===== src/verilog/cc_consts.svh =====
// Constants for the contactless coupler two-wire target interface
`ifndef CC_CONSTS_SVH
`define CC_CONSTS_SVH

// ****************************************************************
// Register map
// ****************************************************************
`define CC_REG_PARAM   3'h0
`define CC_REG_FRAME   3'h1
`define CC_REG_SLOT    3'h3
`define CC_REG_COUNT   3'h6
`define CC_REG_RST     8'h00

// ****************************************************************
// Serial framing
// ****************************************************************
`define CC_BYTE_BITS   4'h8
`define CC_FRAME_MAX   6'h24
`define CC_ADDR_HI_DEF 4'ha
`define CC_SHIFT_RST   8'h00

`endif


===== src/verilog/cc_pkg.sv =====
// Types shared by the contactless coupler target interface
package cc_pkg;

  // ****************************************************************
  // Serial target states
  // ****************************************************************
  typedef enum logic [3:0] {
    ST_IDLE,
    ST_ADDR,
    ST_ACK_ADDR,
    ST_REG,
    ST_ACK_REG,
    ST_WR,
    ST_ACK_WR,
    ST_RD,
    ST_RD_ACK,
    ST_RD_LOAD
  } cc_state_t;

endpackage

===== src/verilog/cc_i2c_target.sv =====
// Two-wire serial target with select-pin addressing and six volatile registers
`timescale 1ns/1ns
`include "cc_consts.svh"

module cc_i2c_target
  import cc_pkg::*;
#(
  parameter logic [3:0] ADDR_HI = `CC_ADDR_HI_DEF
) (
  input  wire logic       ref_clk,
  input  wire logic       rst_n,
  input  wire logic       scl_in,
  input  wire logic       sda_in,
  output logic            sda_out,
  output logic            sda_oe,
  input  wire logic       addr_select_in_bit1,
  input  wire logic       addr_select_in_bit2,
  input  wire logic       addr_select_in_bit3,
  output logic [7:0]      param_reg,
  output logic [7:0]      slot_marker,
  output logic            slot_write,
  output logic            frame_send,
  output logic [5:0]      frame_len
);

  // ****************************************************************
  // Pin synchronisers
  // ****************************************************************
  logic       scl_meta, scl_sync, scl_prev;
  logic       sda_meta, sda_sync, sda_prev;
  logic [2:0] sel_meta, sel_sync;

  // Two flops per pin; the bench clock on scl is far below ref_clk
  always_ff @(posedge ref_clk) begin
    if (!rst_n) begin
      scl_meta <= 1'b1;
      scl_sync <= 1'b1;
      scl_prev <= 1'b1;
      sda_meta <= 1'b1;
      sda_sync <= 1'b1;
      sda_prev <= 1'b1;
      sel_meta <= 3'h0;
      sel_sync <= 3'h0;
    end else begin
      scl_meta <= scl_in;
      scl_sync <= scl_meta;
      scl_prev <= scl_sync;
      sda_meta <= sda_in;
      sda_sync <= sda_meta;
      sda_prev <= sda_sync;
      // Open select pins arrive as 0 from the pad pull-downs
      sel_meta <= {addr_select_in_bit3, addr_select_in_bit2, addr_select_in_bit1};
      sel_sync <= sel_meta;
    end
  end

  // Bus events, all decoded on ref_clk from the synchronised pins; start and stop are data edges while the clock is high
  logic scl_rise, scl_fall, start_det, stop_det;
  assign scl_rise  = scl_sync & ~scl_prev;
  assign scl_fall  = ~scl_sync & scl_prev;
  assign start_det = scl_sync & scl_prev & sda_prev & ~sda_sync;
  assign stop_det  = scl_sync & scl_prev & ~sda_prev & sda_sync;

  // ****************************************************************
  // Register storage
  // ****************************************************************
  logic [7:0] regs [0:5];
  logic [7:0] frame_mem [0:35];
  logic       reg_we, mem_we;
  logic [7:0] wr_data;

  cc_state_t  state, next_state;
  logic [3:0] bit_cnt, next_bit_cnt;
  logic [7:0] shreg, next_shreg;
  logic       rw, next_rw;
  logic [2:0] ptr, next_ptr;
  logic [5:0] idx, next_idx;
  logic [5:0] frame_cnt, next_frame_cnt;
  logic       frame_wr, next_frame_wr;
  logic       next_sda_oe, next_frame_send, next_slot_write;
  logic [5:0] next_frame_len;
  logic       addr_match;
  logic [7:0] rd_byte;

  // Present select levels feed every compare, so dynamic drive works
  assign addr_match = (shreg[7:1] == {ADDR_HI, sel_sync});
  assign rd_byte    = (ptr == `CC_REG_FRAME) ? frame_mem[idx] : regs[ptr];
  assign param_reg  = regs[`CC_REG_PARAM];
  assign slot_marker = regs[`CC_REG_SLOT];

  // ****************************************************************
  // Next-state logic
  // ****************************************************************
  always_comb begin
    next_state      = state;
    next_bit_cnt    = bit_cnt;
    next_shreg      = shreg;
    next_rw         = rw;
    next_ptr        = ptr;
    next_idx        = idx;
    next_frame_cnt  = frame_cnt;
    next_frame_wr   = frame_wr;
    next_sda_oe     = sda_oe;
    next_frame_send = 1'b0;
    next_slot_write = 1'b0;
    next_frame_len  = frame_len;
    reg_we          = 1'b0;
    mem_we          = 1'b0;
    wr_data         = shreg;
    if (start_det) begin
      next_state   = ST_ADDR;
      next_bit_cnt = 4'h0;
      next_sda_oe  = 1'b0;
    end else if (stop_det) begin
      next_state  = ST_IDLE;
      next_sda_oe = 1'b0;
      // A completed frame write hands the request to the radio side
      if (frame_wr && (frame_cnt != 6'h00)) begin
        next_frame_send = 1'b1;
        next_frame_len  = frame_cnt;
      end
      next_frame_wr = 1'b0;
    end else begin
      case (state)
        ST_ADDR, ST_REG, ST_WR: begin
          if (scl_rise) begin
            next_shreg   = {shreg[6:0], sda_sync};
            next_bit_cnt = bit_cnt + 4'h1;
          end else if (scl_fall && (bit_cnt == `CC_BYTE_BITS)) begin
            if (state == ST_ADDR) begin
              if (addr_match) begin
                next_sda_oe = 1'b1;
                next_rw     = shreg[0];
                next_state  = ST_ACK_ADDR;
              end else begin
                next_state = ST_IDLE;
              end
            end else if (state == ST_REG) begin
              // Unmapped sub-addresses are not acknowledged
              if (shreg < {5'h00, `CC_REG_COUNT}) begin
                next_ptr       = shreg[2:0];
                next_idx       = 6'h00;
                next_frame_cnt = 6'h00;
                next_frame_wr  = (shreg[2:0] == `CC_REG_FRAME);
                next_sda_oe    = 1'b1;
                next_state     = ST_ACK_REG;
              end else begin
                next_state = ST_IDLE;
              end
            end else if (ptr == `CC_REG_FRAME) begin
              // Bytes past the buffer end get no acknowledge
              if (idx < `CC_FRAME_MAX) begin
                mem_we         = 1'b1;
                next_idx       = idx + 6'h01;
                next_frame_cnt = frame_cnt + 6'h01;
                next_sda_oe    = 1'b1;
                next_state     = ST_ACK_WR;
              end else begin
                next_state = ST_IDLE;
              end
            end else begin
              reg_we          = 1'b1;
              next_slot_write = (ptr == `CC_REG_SLOT);
              next_sda_oe     = 1'b1;
              next_state      = ST_ACK_WR;
            end
          end
        end
        ST_ACK_ADDR, ST_ACK_REG, ST_ACK_WR: begin
          if (scl_fall) begin
            next_bit_cnt = 4'h0;
            if ((state == ST_ACK_ADDR) && rw) begin
              next_shreg  = rd_byte;
              next_sda_oe = ~rd_byte[7];
              next_state  = ST_RD;
            end else begin
              next_sda_oe = 1'b0;
              next_state  = (state == ST_ACK_ADDR) ? ST_REG : ST_WR;
            end
          end
        end
        ST_RD: begin
          if (scl_rise) begin
            next_bit_cnt = bit_cnt + 4'h1;
          end else if (scl_fall) begin
            if (bit_cnt == `CC_BYTE_BITS) begin
              next_sda_oe = 1'b0;
              next_state  = ST_RD_ACK;
            end else begin
              next_shreg  = {shreg[6:0], 1'b0};
              next_sda_oe = ~shreg[6];
            end
          end
        end
        ST_RD_ACK: begin
          // Host not acknowledging ends the read
          if (scl_rise) begin
            next_state = sda_sync ? ST_IDLE : ST_RD_LOAD;
          end
        end
        ST_RD_LOAD: begin
          if (scl_fall) begin
            next_bit_cnt = 4'h0;
            if ((ptr == `CC_REG_FRAME) && (idx < `CC_FRAME_MAX - 6'h01)) begin
              next_idx = idx + 6'h01;
            end
            next_shreg  = (ptr == `CC_REG_FRAME) ? frame_mem[next_idx] : regs[ptr];
            next_sda_oe = ~next_shreg[7];
            next_state  = ST_RD;
          end
        end
        default: begin
          next_state = ST_IDLE;
        end
      endcase
    end
  end

  // ****************************************************************
  // State registers
  // ****************************************************************
  always_ff @(posedge ref_clk) begin
    if (!rst_n) begin
      state      <= ST_IDLE;
      bit_cnt    <= 4'h0;
      shreg      <= `CC_SHIFT_RST;
      rw         <= 1'b0;
      ptr        <= `CC_REG_PARAM;
      idx        <= 6'h00;
      frame_cnt  <= 6'h00;
      frame_wr   <= 1'b0;
      sda_oe     <= 1'b0;
      sda_out    <= 1'b0;
      frame_send <= 1'b0;
      frame_len  <= 6'h00;
      slot_write <= 1'b0;
    end else begin
      state      <= next_state;
      bit_cnt    <= next_bit_cnt;
      shreg      <= next_shreg;
      rw         <= next_rw;
      ptr        <= next_ptr;
      idx        <= next_idx;
      frame_cnt  <= next_frame_cnt;
      frame_wr   <= next_frame_wr;
      sda_oe     <= next_sda_oe;
      sda_out    <= 1'b0;
      frame_send <= next_frame_send;
      frame_len  <= next_frame_len;
      slot_write <= next_slot_write;
    end
  end

  // Storage writes; contents are lost with power, cleared on reset
  always_ff @(posedge ref_clk) begin
    if (!rst_n) begin
      for (int i = 0; i < `CC_REG_COUNT; i++) begin
        regs[i] <= `CC_REG_RST;
      end
    end else if (reg_we) begin
      regs[ptr] <= wr_data;
    end
  end

  // Frame buffer has no reset; a read before any write returns unknown data
  always_ff @(posedge ref_clk) begin
    if (mem_we) begin
      frame_mem[idx] <= wr_data;
    end
  end
endmodule


===== config.mk =====
export PLATFORM = sky130hd
export DESIGN_NAME = cc_i2c_target
export DESIGN_NICKNAME = d
export VERILOG_FILES = /design/src/verilog/cc_pkg.sv /design/src/verilog/cc_i2c_target.sv
export VERILOG_INCLUDE_DIRS = /design/src /design/src/verilog
export SDC_FILE = /design/constraint.sdc
export NUM_CORES = 1
export LEC_CHECK = 0
export BUFFER_PORTS_ARGS = -buffer_cell sky130_fd_sc_hd__buf_2
export CAP_MARGIN = 10
export CORE_UTILIZATION = 25
export CTS_BUF_LIST = sky130_fd_sc_hd__clkbuf_16
export CTS_CLUSTER_SIZE = 25
export DETAILED_ROUTE_END_ITERATION = 10
export SLEW_MARGIN = 5
export SYNTH_ARGS = -nofsm -noshare
export SYNTH_HDL_FRONTEND = slang
export SYNTH_SLANG_ARGS = --single-unit

===== constraint.sdc =====
create_clock -name ref_clk -period 2.97 [get_ports ref_clk]
set_input_delay 0.4455 -clock ref_clk [delete_from_list [all_inputs] [get_ports ref_clk]]
set_output_delay 0.4455 -clock ref_clk [all_outputs]
set_load 0.005 [all_outputs]

---- Yosys cells after proc, flatten, opt, wreduce, memory -nomap -nowiden ----
Memories as Yosys holds them, arrays and structs flattened. A register that Yosys moved wholly into a read port is not among the register bits.
Cells that the tools add are included.
cells by class
  add/subtract/negate cells ............... 3
  multipliers ............................. 0
  div/mod/pow operators ................... 0
  magnitude comparators ................... 3
  eq/ne operators ......................... 45
  shifts and indexed selects .............. 0
  multiplexer cells ....................... 103
  bitwise gates (word level) .............. 21
  reduce and logical (&&, ||, !) cells .... 34
operators with widths
  kind                 count
  $mux 6               18
  $mux 8               10
  $mux 4               14
  $mux 1               48
  $ne 4x4->1 const B   9
  $pmux 8 s4           1
  $reduce_and 10->1    3
  $ne 2x2->1 const B   13
  $reduce_and 8->1     3
  $mux 3               7
  $pmux 4 s5           1
  $eq 4x3->1 const B   4
  $reduce_bool 2->1    8
  $not 1->1            14
  $reduce_and 7->1     2
  $add 6x1->6 const B  2
  $eq 4x4->1 const B   3
  $lt 6x6->1 const B   2
  $ne 3x3->1 const B   4
  $pmux 6 s2           1
  $reduce_or 3->1      4
  $reduce_and 9->1     1
  $reduce_or 9->1      1
  $eq 4x2->1 const B   2
  20 further kinds     34
word-level totals
  register bits after elaboration ......... 54
  bits in latches ......................... 0
  bits in writable memories ............... 336
  ROM bits ................................ 0
  output and inout bits ................... 26
  logic and storage cells ................. 232
  memories ................................ 2
memory list
  memory     depth  width  read ports  clocked after Yosys merged registers in  write ports  RTL line             text
  frame_mem  36     8      2           1                                        1            cc_i2c_target.sv:68  logic [7:0] frame_mem [0:35];
  regs       6      8      3           1                                        6            cc_i2c_target.sv:67  logic [7:0] regs [0:5];

---- Logic depth before layout (Yosys ltp) ----
Gate-level depths: netlist (run 1).
  depth in word-level cells ............... 14
  gate-level depth with buffers ........... 12
  depth with buffers taken out ............ 9

---- Least setup slack after synthesis (run 1) ----
OpenSTA, ideal clock, no wires.
  kind .................................... register -> register
  start point ............................. register idx[1]
  end point ............................... register shreg[1]
  library setup time ...................... 116 ps
  arrival time ............................ 2817 ps
  data required time ...................... 2854 ps
  setup slack ............................. 37 ps
  stages on the path, launching flop included .. 11
  path buffers ............................ 3
  cells stage by stage .................... dfxtp_1 -> ha_1 -> clkbuf_1 -> o41a_1 -> or3_4 -> nand2_2 -> buf_6 -> buf_4 -> mux4_2 -> o221a_2 -> a31o_2
on the way
  cells in the longest elaborated chain, start to end .. 11
  elaborated cells between the ends (all ways) .. 12
RTL lines
  item                    RTL line              text
  from (decl)             cc_i2c_target.sv:77   logic [5:0] idx, next_idx;
  from (signal assigned)  cc_i2c_target.sv:243  idx <= next_idx;
  $lt 6x6->1              cc_i2c_target.sv:204  if ((ptr == `CC_REG_FRAME) && (idx < `CC_FRAME_MAX - 6'h01)) begin
  $logic_and 1x1->1       cc_i2c_target.sv:204
  $mux 6 (*)              cc_i2c_target.sv:204
  $mux 6 (*)              cc_i2c_target.sv:202  if (scl_fall) begin
  $mux 6 (*)              cc_i2c_target.sv:124  case (state)
  $mux 6 (*)              cc_i2c_target.sv:114  end else if (stop_det) begin
  $mux 6 (*)              cc_i2c_target.sv:110  if (start_det) begin
  $mem_v2 36x8 (*)        -
  $mux 8 (*)              cc_i2c_target.sv:207  next_shreg = (ptr == `CC_REG_FRAME) ? frame_mem[next_idx] : regs[ptr];
  $mux 8 (*)              cc_i2c_target.sv:202
  $pmux 8 s4 (*)          cc_i2c_target.sv:124
  to (signal assigned)    cc_i2c_target.sv:226  shreg <= `CC_SHIFT_RST;
  to (signal assigned)    cc_i2c_target.sv:240  shreg <= next_shreg;
  to (decl)               cc_i2c_target.sv:74   logic [7:0] shreg, next_shreg;
Every way passes the cells marked *; elsewhere a longest branch is shown, timed or not. The select of a mux whose other input is x is not followed.
A chain may end at the register's enable or synchronous reset.

---- Worst setup path after layout (run 1) ----
  start point ............................. register bit_cnt[1]
  end point ............................... memory frame_mem[13][6], enable pin
on the way
  cells in the longest elaborated chain, start to end .. 9
RTL lines
  item                          RTL line              text
  from (decl)                   cc_i2c_target.sv:73   logic [3:0] bit_cnt, next_bit_cnt;
  from (signal assigned)        cc_i2c_target.sv:239  bit_cnt <= next_bit_cnt;
  $eq 4x4->1 (no source line)   -
  $logic_and 1x1->1             cc_i2c_target.sv:129  end else if (scl_fall && (bit_cnt == `CC_BYTE_BITS)) begin
  $mux 1                        cc_i2c_target.sv:129
  $mux 1                        cc_i2c_target.sv:126  if (scl_rise) begin
  $mux 1                        cc_i2c_target.sv:124
  $mux 1                        cc_i2c_target.sv:114
  $mux 1                        cc_i2c_target.sv:110
  $mux 1                        cc_i2c_target.sv:267  if (mem_we) begin
  $mux 1 (not written as such)  cc_i2c_target.sv:268  frame_mem[idx] <= wr_data;
  to (decl)                     cc_i2c_target.sv:68
Every way passes these cells.

==> results.sh, run 1 <==
export IMPL_status="complete, no violations"
export IMPL_fin_nets=1674
export IMPL_syn_area_um2=20300
export IMPL_post_route_period_util_pct=97.2
export IMPL_cp_start_kind="register"
export IMPL_dp_slack_ps=-73.6
export IMPL_rows=104
export IMPL_h_tree_depth=2
export IMPL_grt_usage_pct=15.3
export IMPL_p_per_area_nw_per_um2=495
export IMPL_synth_edf_count=352
export IMPL_async_flop_share_pct=0
export IMPL_netlist_area_leader_share_pct=52.1
export IMPL_dieHeight_um=287
export IMPL_cts_root_buf="clkbuf_16"
export IMPL_final_cells=2757
export IMPL_swShare_pct=21.3
export IMPL_crit_family="simple AND/OR/NAND/NOR gates"
export IMPL_synthCells=1475
export IMPL_fin_tns_setup_ps=0
export IMPL_io_buffers=31
export IMPL_clock_fmax_mhz=346
export IMPL_drive_gt1_share_pct=29.1
export IMPL_cts_tree="yes"
export IMPL_clk_latency_ps=590
export IMPL_routedWlPerCell_um=23.1
export IMPL_vias_per_cell=5.21
export IMPL_grt_max_degree=49
export IMPL_skew_ps=16.6
export IMPL_power_w=0.0122
export IMPL_leakage_nw=8.28
export IMPL_setup_ws_ps=83.6
export IMPL_slowest_stage="dfxtp_1"
export IMPL_num_vias=14358
export IMPL_dp_cells=2670
export IMPL_antenna_found_initial=1
export IMPL_synthFlopType="edfxtp_1"
export IMPL_fin_crit_ps=2890
export IMPL_max_slew_margin_pct=39.3
export IMPL_num_antenna_cells=0
export IMPL_path_class="register to register"
export IMPL_max_stage_delay_ps=340
export IMPL_yosysUniqueCellTypes=82
export IMPL_yosysMostFrequentCell="edfxtp_1"
export IMPL_cts_sinks=415
export IMPL_power_switching_w=0.00260
export IMPL_ant_nets=0
export IMPL_dpl_hpwl_mm=45.6
export IMPL_drv_cap=0
export IMPL_dieArea_um2=82300
export IMPL_gp_congestion=0.933
export IMPL_cp_arrival_ps=3150
export IMPL_rrSetupSlack_ps=80
export IMPL_seq_area_frac_synth_pct=58.3
export IMPL_crit_buf_inv=3
export IMPL_first_pass_iters=5
export IMPL_grt_pass1_vias=14332
export IMPL_initial_utilization_pct=25.2
export IMPL_grt_setup_unrepaired="no"
export IMPL_setup_viol=0
export IMPL_hold_buffers=0
export IMPL_worst_pin_slew_ps=910
export IMPL_path_clk_slew_ps=60
export IMPL_clockBufferDepth=3
export IMPL_grt_first_pass_wirelength_mm=94.8
export IMPL_cp_max_fo=8
export IMPL_crit_top_cell="buf_4"
export IMPL_min_path_type="input port to register"
export IMPL_syn_mean_instance_area_um2=13.8
export IMPL_core_um2=80400
export IMPL_p_int_w=0.00962
export IMPL_yosysTopAreaCell="edfxtp_1"
export IMPL_ioPinCount=33
export IMPL_cp_end_kind="register"
export IMPL_drt_wl_total_mm=63.6
export IMPL_area_delta_synth_final_pct=21.7
export IMPL_drc=0
export IMPL_slew_violations=0
export IMPL_yosysWarnings=0
export IMPL_p_clk_share_pct=46.3
export IMPL_p_comb_share_pct=1.7
export IMPL_ir_drop_v=0.000369
export IMPL_fp_dieW_um=287
export IMPL_synth_area_leaders="edfxtp_1, mux4_2, dfxtp_1"
export IMPL_cts_made_buffers=46
export IMPL_seqPwrFrac_pct=51.9
export IMPL_drt_iter0_markers=1490
export IMPL_hold_viol=0
export IMPL_cp_cell_sequence="inv_1 > ha_1 > and3b_1 > nand4_1 > a21oi_1 > buf_4 > and2_1 > nand3b_1 > nor2_1 > buf_4"
export IMPL_grt_overflow_total=0
export IMPL_worstPathRequired_ps=3240
export IMPL_ys_ff_latch=415
export IMPL_yosys_top_cells_count="edfxtp_1, mux4_2, nor2_1, nand2_1, clkbuf_1"
power groups by stage:
stage,Combinational (W),Clock [W],Sequential (W)
after floorplan,0.0000910,0,0.00648
after global placement,0.000205,0,0.00647
after detailed placement,0.000209,0,0.00647
after CTS,0.000210,0.00577,0.00635
after global routing,0.000228,0.00597,0.00635
final,0.000211,0.00566,0.00635
timing repair:
item,in CTS,in global routing
pin swaps,0,2
setup buffers,0,4
resized for setup,12,24
setup endpoints to repair,7,53
gates cloned,0,0
sequential cells by signal (all words and copies together) (netlist names), 3 cells and up, named ones only:
name / cells
frame_mem: 288
bit_cnt: 4
frame_len: 6
state: 4
sel_meta: 3
regs: 64
sel_sync: 3
frame_cnt: 6
ptr: 3
shreg: 8
idx: 6
logic make-up (layout without fill, tap and decap cells):
logic type / Yosys count / count (layout) / share of synthesized area, %
AND/OR/NAND/NOR: 438 / 438 / 11.0
flip-flops: 415 / 415 / 58.3
AO/OA/AOI/OAI: 288 / 288 / 10.1
multiplexers: 192 / 192 / 17.1
buffers and inverters: 123 / 337 / 2.59
XOR/XNOR: 13 / 13 / 0.598
adder cells (fa/ha/maj): 5 / 5 / 0.308
other: 1 / 9 / 0.0185
path summary, 6_finish.rpt:
path | start | endpoint | depth (start not counted)
worst max-delay path | bit_cnt[1] | frame_mem[13][6] | 10
worst min-delay path | scl_in | scl_meta | 2
worst max register to register | bit_cnt[1] | frame_mem[13][6] | 10
worst min register to register | scl_meta | scl_sync | 1
final cells by class:
cell class | instances | area (um2)
Fill cell | 8002 | 55700
Sequential cell | 415 | 11800
Multi-Input combinational cell | 945 | 8120
Timing Repair Buffer | 242 | 1870
Tap cell | 1060 | 1330
Clock buffer | 47 | 1180
Clock inverter | 36 | 298
Inverter | 12 | 45.0
worst register-to-register path, delay by kind of cell, from the launching register on:
family                   cells  cell delay [ps]
adder cells (fa/ha/maj)      1              150
AO/OA/AOI/OAI                1              210
AND/OR/NAND/NOR              5             1330
flip-flops                   1              340
buffers and inverters        3              520
metal layers:
layer	up-vias	track usage [%]	share of wire [%]
met5	-	0	0.031
met4	2	5.08	2.9
met3	114	2.94	7.7
met2	621	25.4	48
met1	7338	20.0	41
li1	6283	-	-
cells in the final DEF, fill, tap and decap left out, types with 17 or more instances in the layout:
cell / netlist / final
buf_4: 4 / 199
nor2_1: 104 / 101
dfxtp_1: 63 / 58
and2_1: 52 / 51
mux4_2: 122 / 122
o21ai_0: 52 / 50
nand2_1: 96 / 94
nand3_1: 42 / 41
a221o_1: 17 / 17
mux2i_1: 61 / 61
nor3_1: 25 / 25
a21oi_1: 54 / 54
edfxtp_1: 352 / 352
o211ai_1: 20 / 20
clkbuf_16: 0 / 47
inv_1: 12 / 17
buf_2: 27 / 31
nand2b_1: 23 / 20
stage by stage:
step           util (%)  hold WS (ps)  area [um2]
3_3_place_gp       28.6           390       23000
6_report           30.7          41.4       24700
2_1_floorplan         -           386       20300
4_1_cts            30.5          8.14       24600
5_1_grt            30.7          25.7       24700
3_5_place_dp       28.6           394       23000
Power figures use the tool's default switching activity.
==> run 2, diff against run 1 <==
Settings changed: ABC_AREA set to 1.
==> results.sh, run 2 <==
export IMPL_status="complete, no violations"
export IMPL_syn_area_um2=20200
export IMPL_ant_nets=0
export IMPL_ir_drop_v=0.000417
export IMPL_dieArea_um2=82000
export IMPL_cts_made_buffers=46
export IMPL_finalHoldWorstSlack_ps=38.9
export IMPL_drt_wl_total_mm=66.3
export IMPL_drv_cap=0
export IMPL_gp_congestion=0.914
export IMPL_core_um2=79500
export IMPL_fillCellCount=8215
export IMPL_path_clk_slew_ps=60
export IMPL_fin_nets=2309
export IMPL_synthFlopType="edfxtp_1"
export IMPL_antenna_found_initial=0
export IMPL_slew_violations=0
export IMPL_top_regs="frame_mem (288), regs (64), shreg (8)"
export IMPL_rows=103
export IMPL_drive_gt1_share_pct=11.4
export IMPL_grt_usage_pct=15.8
export IMPL_skew_ps=25.1
export IMPL_dieHeight_um=286
export IMPL_seq_area_frac_synth_pct=58.5
export IMPL_setup_viol=0
export IMPL_synth_area_leaders="edfxtp_1, nand3_1, nand2_1"
export IMPL_yosysWarnings=0
export IMPL_clock_fmax_mhz=348
export IMPL_cts_root_buf="clkbuf_16"
export IMPL_worst_pin_slew_ps=718
export IMPL_ys_ff_latch=415
export IMPL_synthCells=2219
export IMPL_vias_per_cell=5.04
export IMPL_largest_reg_flops=288
export IMPL_clk_latency_ps=610
export IMPL_synth_edf_count=352
export IMPL_drt_iter0_markers=2150
export IMPL_power_w=0.0192
export IMPL_cp_arrival_ps=3430
export IMPL_initial_utilization_pct=25.4
export IMPL_fp_dieW_um=286
export IMPL_yosys_top_cells_count="nand2_1, edfxtp_1, nand3_1, nor2_1, o21ai_0"
export IMPL_num_vias=17051
export IMPL_yosysMostFrequentCell="nand2_1"
export IMPL_h_tree_depth=2
export IMPL_worstPathRequired_ps=3520
export IMPL_netlist_area_leader_share_pct=52.3
export IMPL_post_route_period_util_pct=96.8
export IMPL_ioPinCount=33
export IMPL_mostFrequentLayoutCells="nand2_1, edfxtp_1, nand3_1"
export IMPL_cts_sinks=415
export IMPL_cp_start_kind="register"
export IMPL_area_delta_synth_final_pct=18.3
export IMPL_grt_first_pass_wirelength_mm=99.7
export IMPL_drc=0
export IMPL_io_buffers=31
export IMPL_cp_end_kind="register"
export IMPL_largest_register="frame_mem"
export IMPL_fin_crit_ps=2880
export IMPL_syn_mean_instance_area_um2=9.11
export IMPL_path_class="register to register"
export IMPL_async_flop_share_pct=0
export IMPL_clockBufferDepth=3
export IMPL_grt_max_degree=68
export IMPL_fin_tns_setup_ps=0
export IMPL_grt_pass1_vias=15716
export IMPL_cp_max_fo=38
export IMPL_cts_tree="yes"
export IMPL_hold_viol=0
export IMPL_yosysTopAreaCell="edfxtp_1"
export IMPL_grt_overflow_total=0
export IMPL_final_common_cell="nand2_1"
export IMPL_routedWlPerCell_um=19.6
export IMPL_p_per_area_nw_per_um2=803
export IMPL_max_slew_margin_pct=52.0
export IMPL_first_pass_iters=6
export IMPL_leakage_nw=8.88
export IMPL_hold_buffers=0
export IMPL_yosysUniqueCellTypes=49
export IMPL_dpl_hpwl_mm=44.0
export IMPL_min_path_type="input port to register"
export IMPL_num_antenna_cells=0
==> run 2: cell types whose count changed after synthesis, sizes merged, moves of 18 or more <==
cell,change
mux2i,-61
mux4,-122
inv,+122
nand2b,-23
a21oi,+49
o21ai,+148
nand3,+293
o22ai,+54
nand2,+340
and2,-52
buf,+18
nor2,+150
==> run 2: power breakdown <==
group          switching [W]  internal, W  total (W)
Combinational        0.00442      0.00190    0.00632
Sequential          0.000186      0.00660    0.00679
Clock                0.00246      0.00365    0.00611
Total                0.00706       0.0122     0.0192
==> run 2: per-stage QoR <==
stage / std cells / cell area (um2) / setup slack, ps / utilization (%)
final: 3384 / 23900 / 93.6 / 30.1
after global routing: 3384 / 23900 / -4.92 / 30.1
after CTS: 3376 / 23800 / 38.0 / 30.0
after detailed placement: 3291 / 22200 / -43.8 / 27.9
after global placement: 3291 / 22200 / -6.29 / 27.9
after floorplan: 2227 / 20200 / 207 / -
==> run 2: cells by family after synthesis <==
kind of cell / count (synthesis) / share of synthesized area [%]
AO/OA/AOI/OAI: 433 / 12.3
XOR/XNOR: 5 / 0.217
adder cells (fa/ha/maj): 5 / 0.309
buffers and inverters: 279 / 5.80
flip-flops: 415 / 58.5
other: 1 / 0.0185
AND/OR/NAND/NOR: 1081 / 22.9
==> run 2: area by class of cell <==
cell class	instances	area (um2)	area share, %
flip-flops and latches	415	11800	49.5
well taps	1050	1310	5.49
inverters	138	520	2.18
clock buffers	48	1200	5.02
clock inverters	37	422	1.76
repair buffers	163	1350	5.62
multi-input cells	1533	7290	30.5
==> run 2: worst paths after layout <==
check	from	slack, ps	endpoint	cells past startpoint
max	register	90	shreg[0]	12
min	sda_in	40	sda_meta	2
max reg2reg	register	90	shreg[0]	12
min reg2reg	scl_meta	410	scl_sync	1
==> run 2: worst max-delay path, stage by stage (launching register included) <==
cell and delay [ps]:
dfxtp_4 650, buf_4 380, o21ai_0 140, o22ai_1 360, o21ai_0 140, o21ai_0 240, nor2_1 100, o31ai_1 410
a21o_1 170, nand2_1 50, nand3_1 70, nand2_1 50, inv_1 50
==> run 2: routing by layer <==
metal | global-route usage (%) | wire length, um | vias up
met5 | 0 | 0 | -
met3 | 3.12 | 5960 | 117
li1 | - | - | 7940
met1 | 21.7 | 28100 | 8146
met2 | 25.2 | 30400 | 848
met4 | 4.72 | 1900 | 0
==> run 2: timing repair <==
action	CTS	global route
endpoints found under the setup margin	2	43
gates resized for setup	1	8
buffers inserted	0	8
pin swaps	0	4
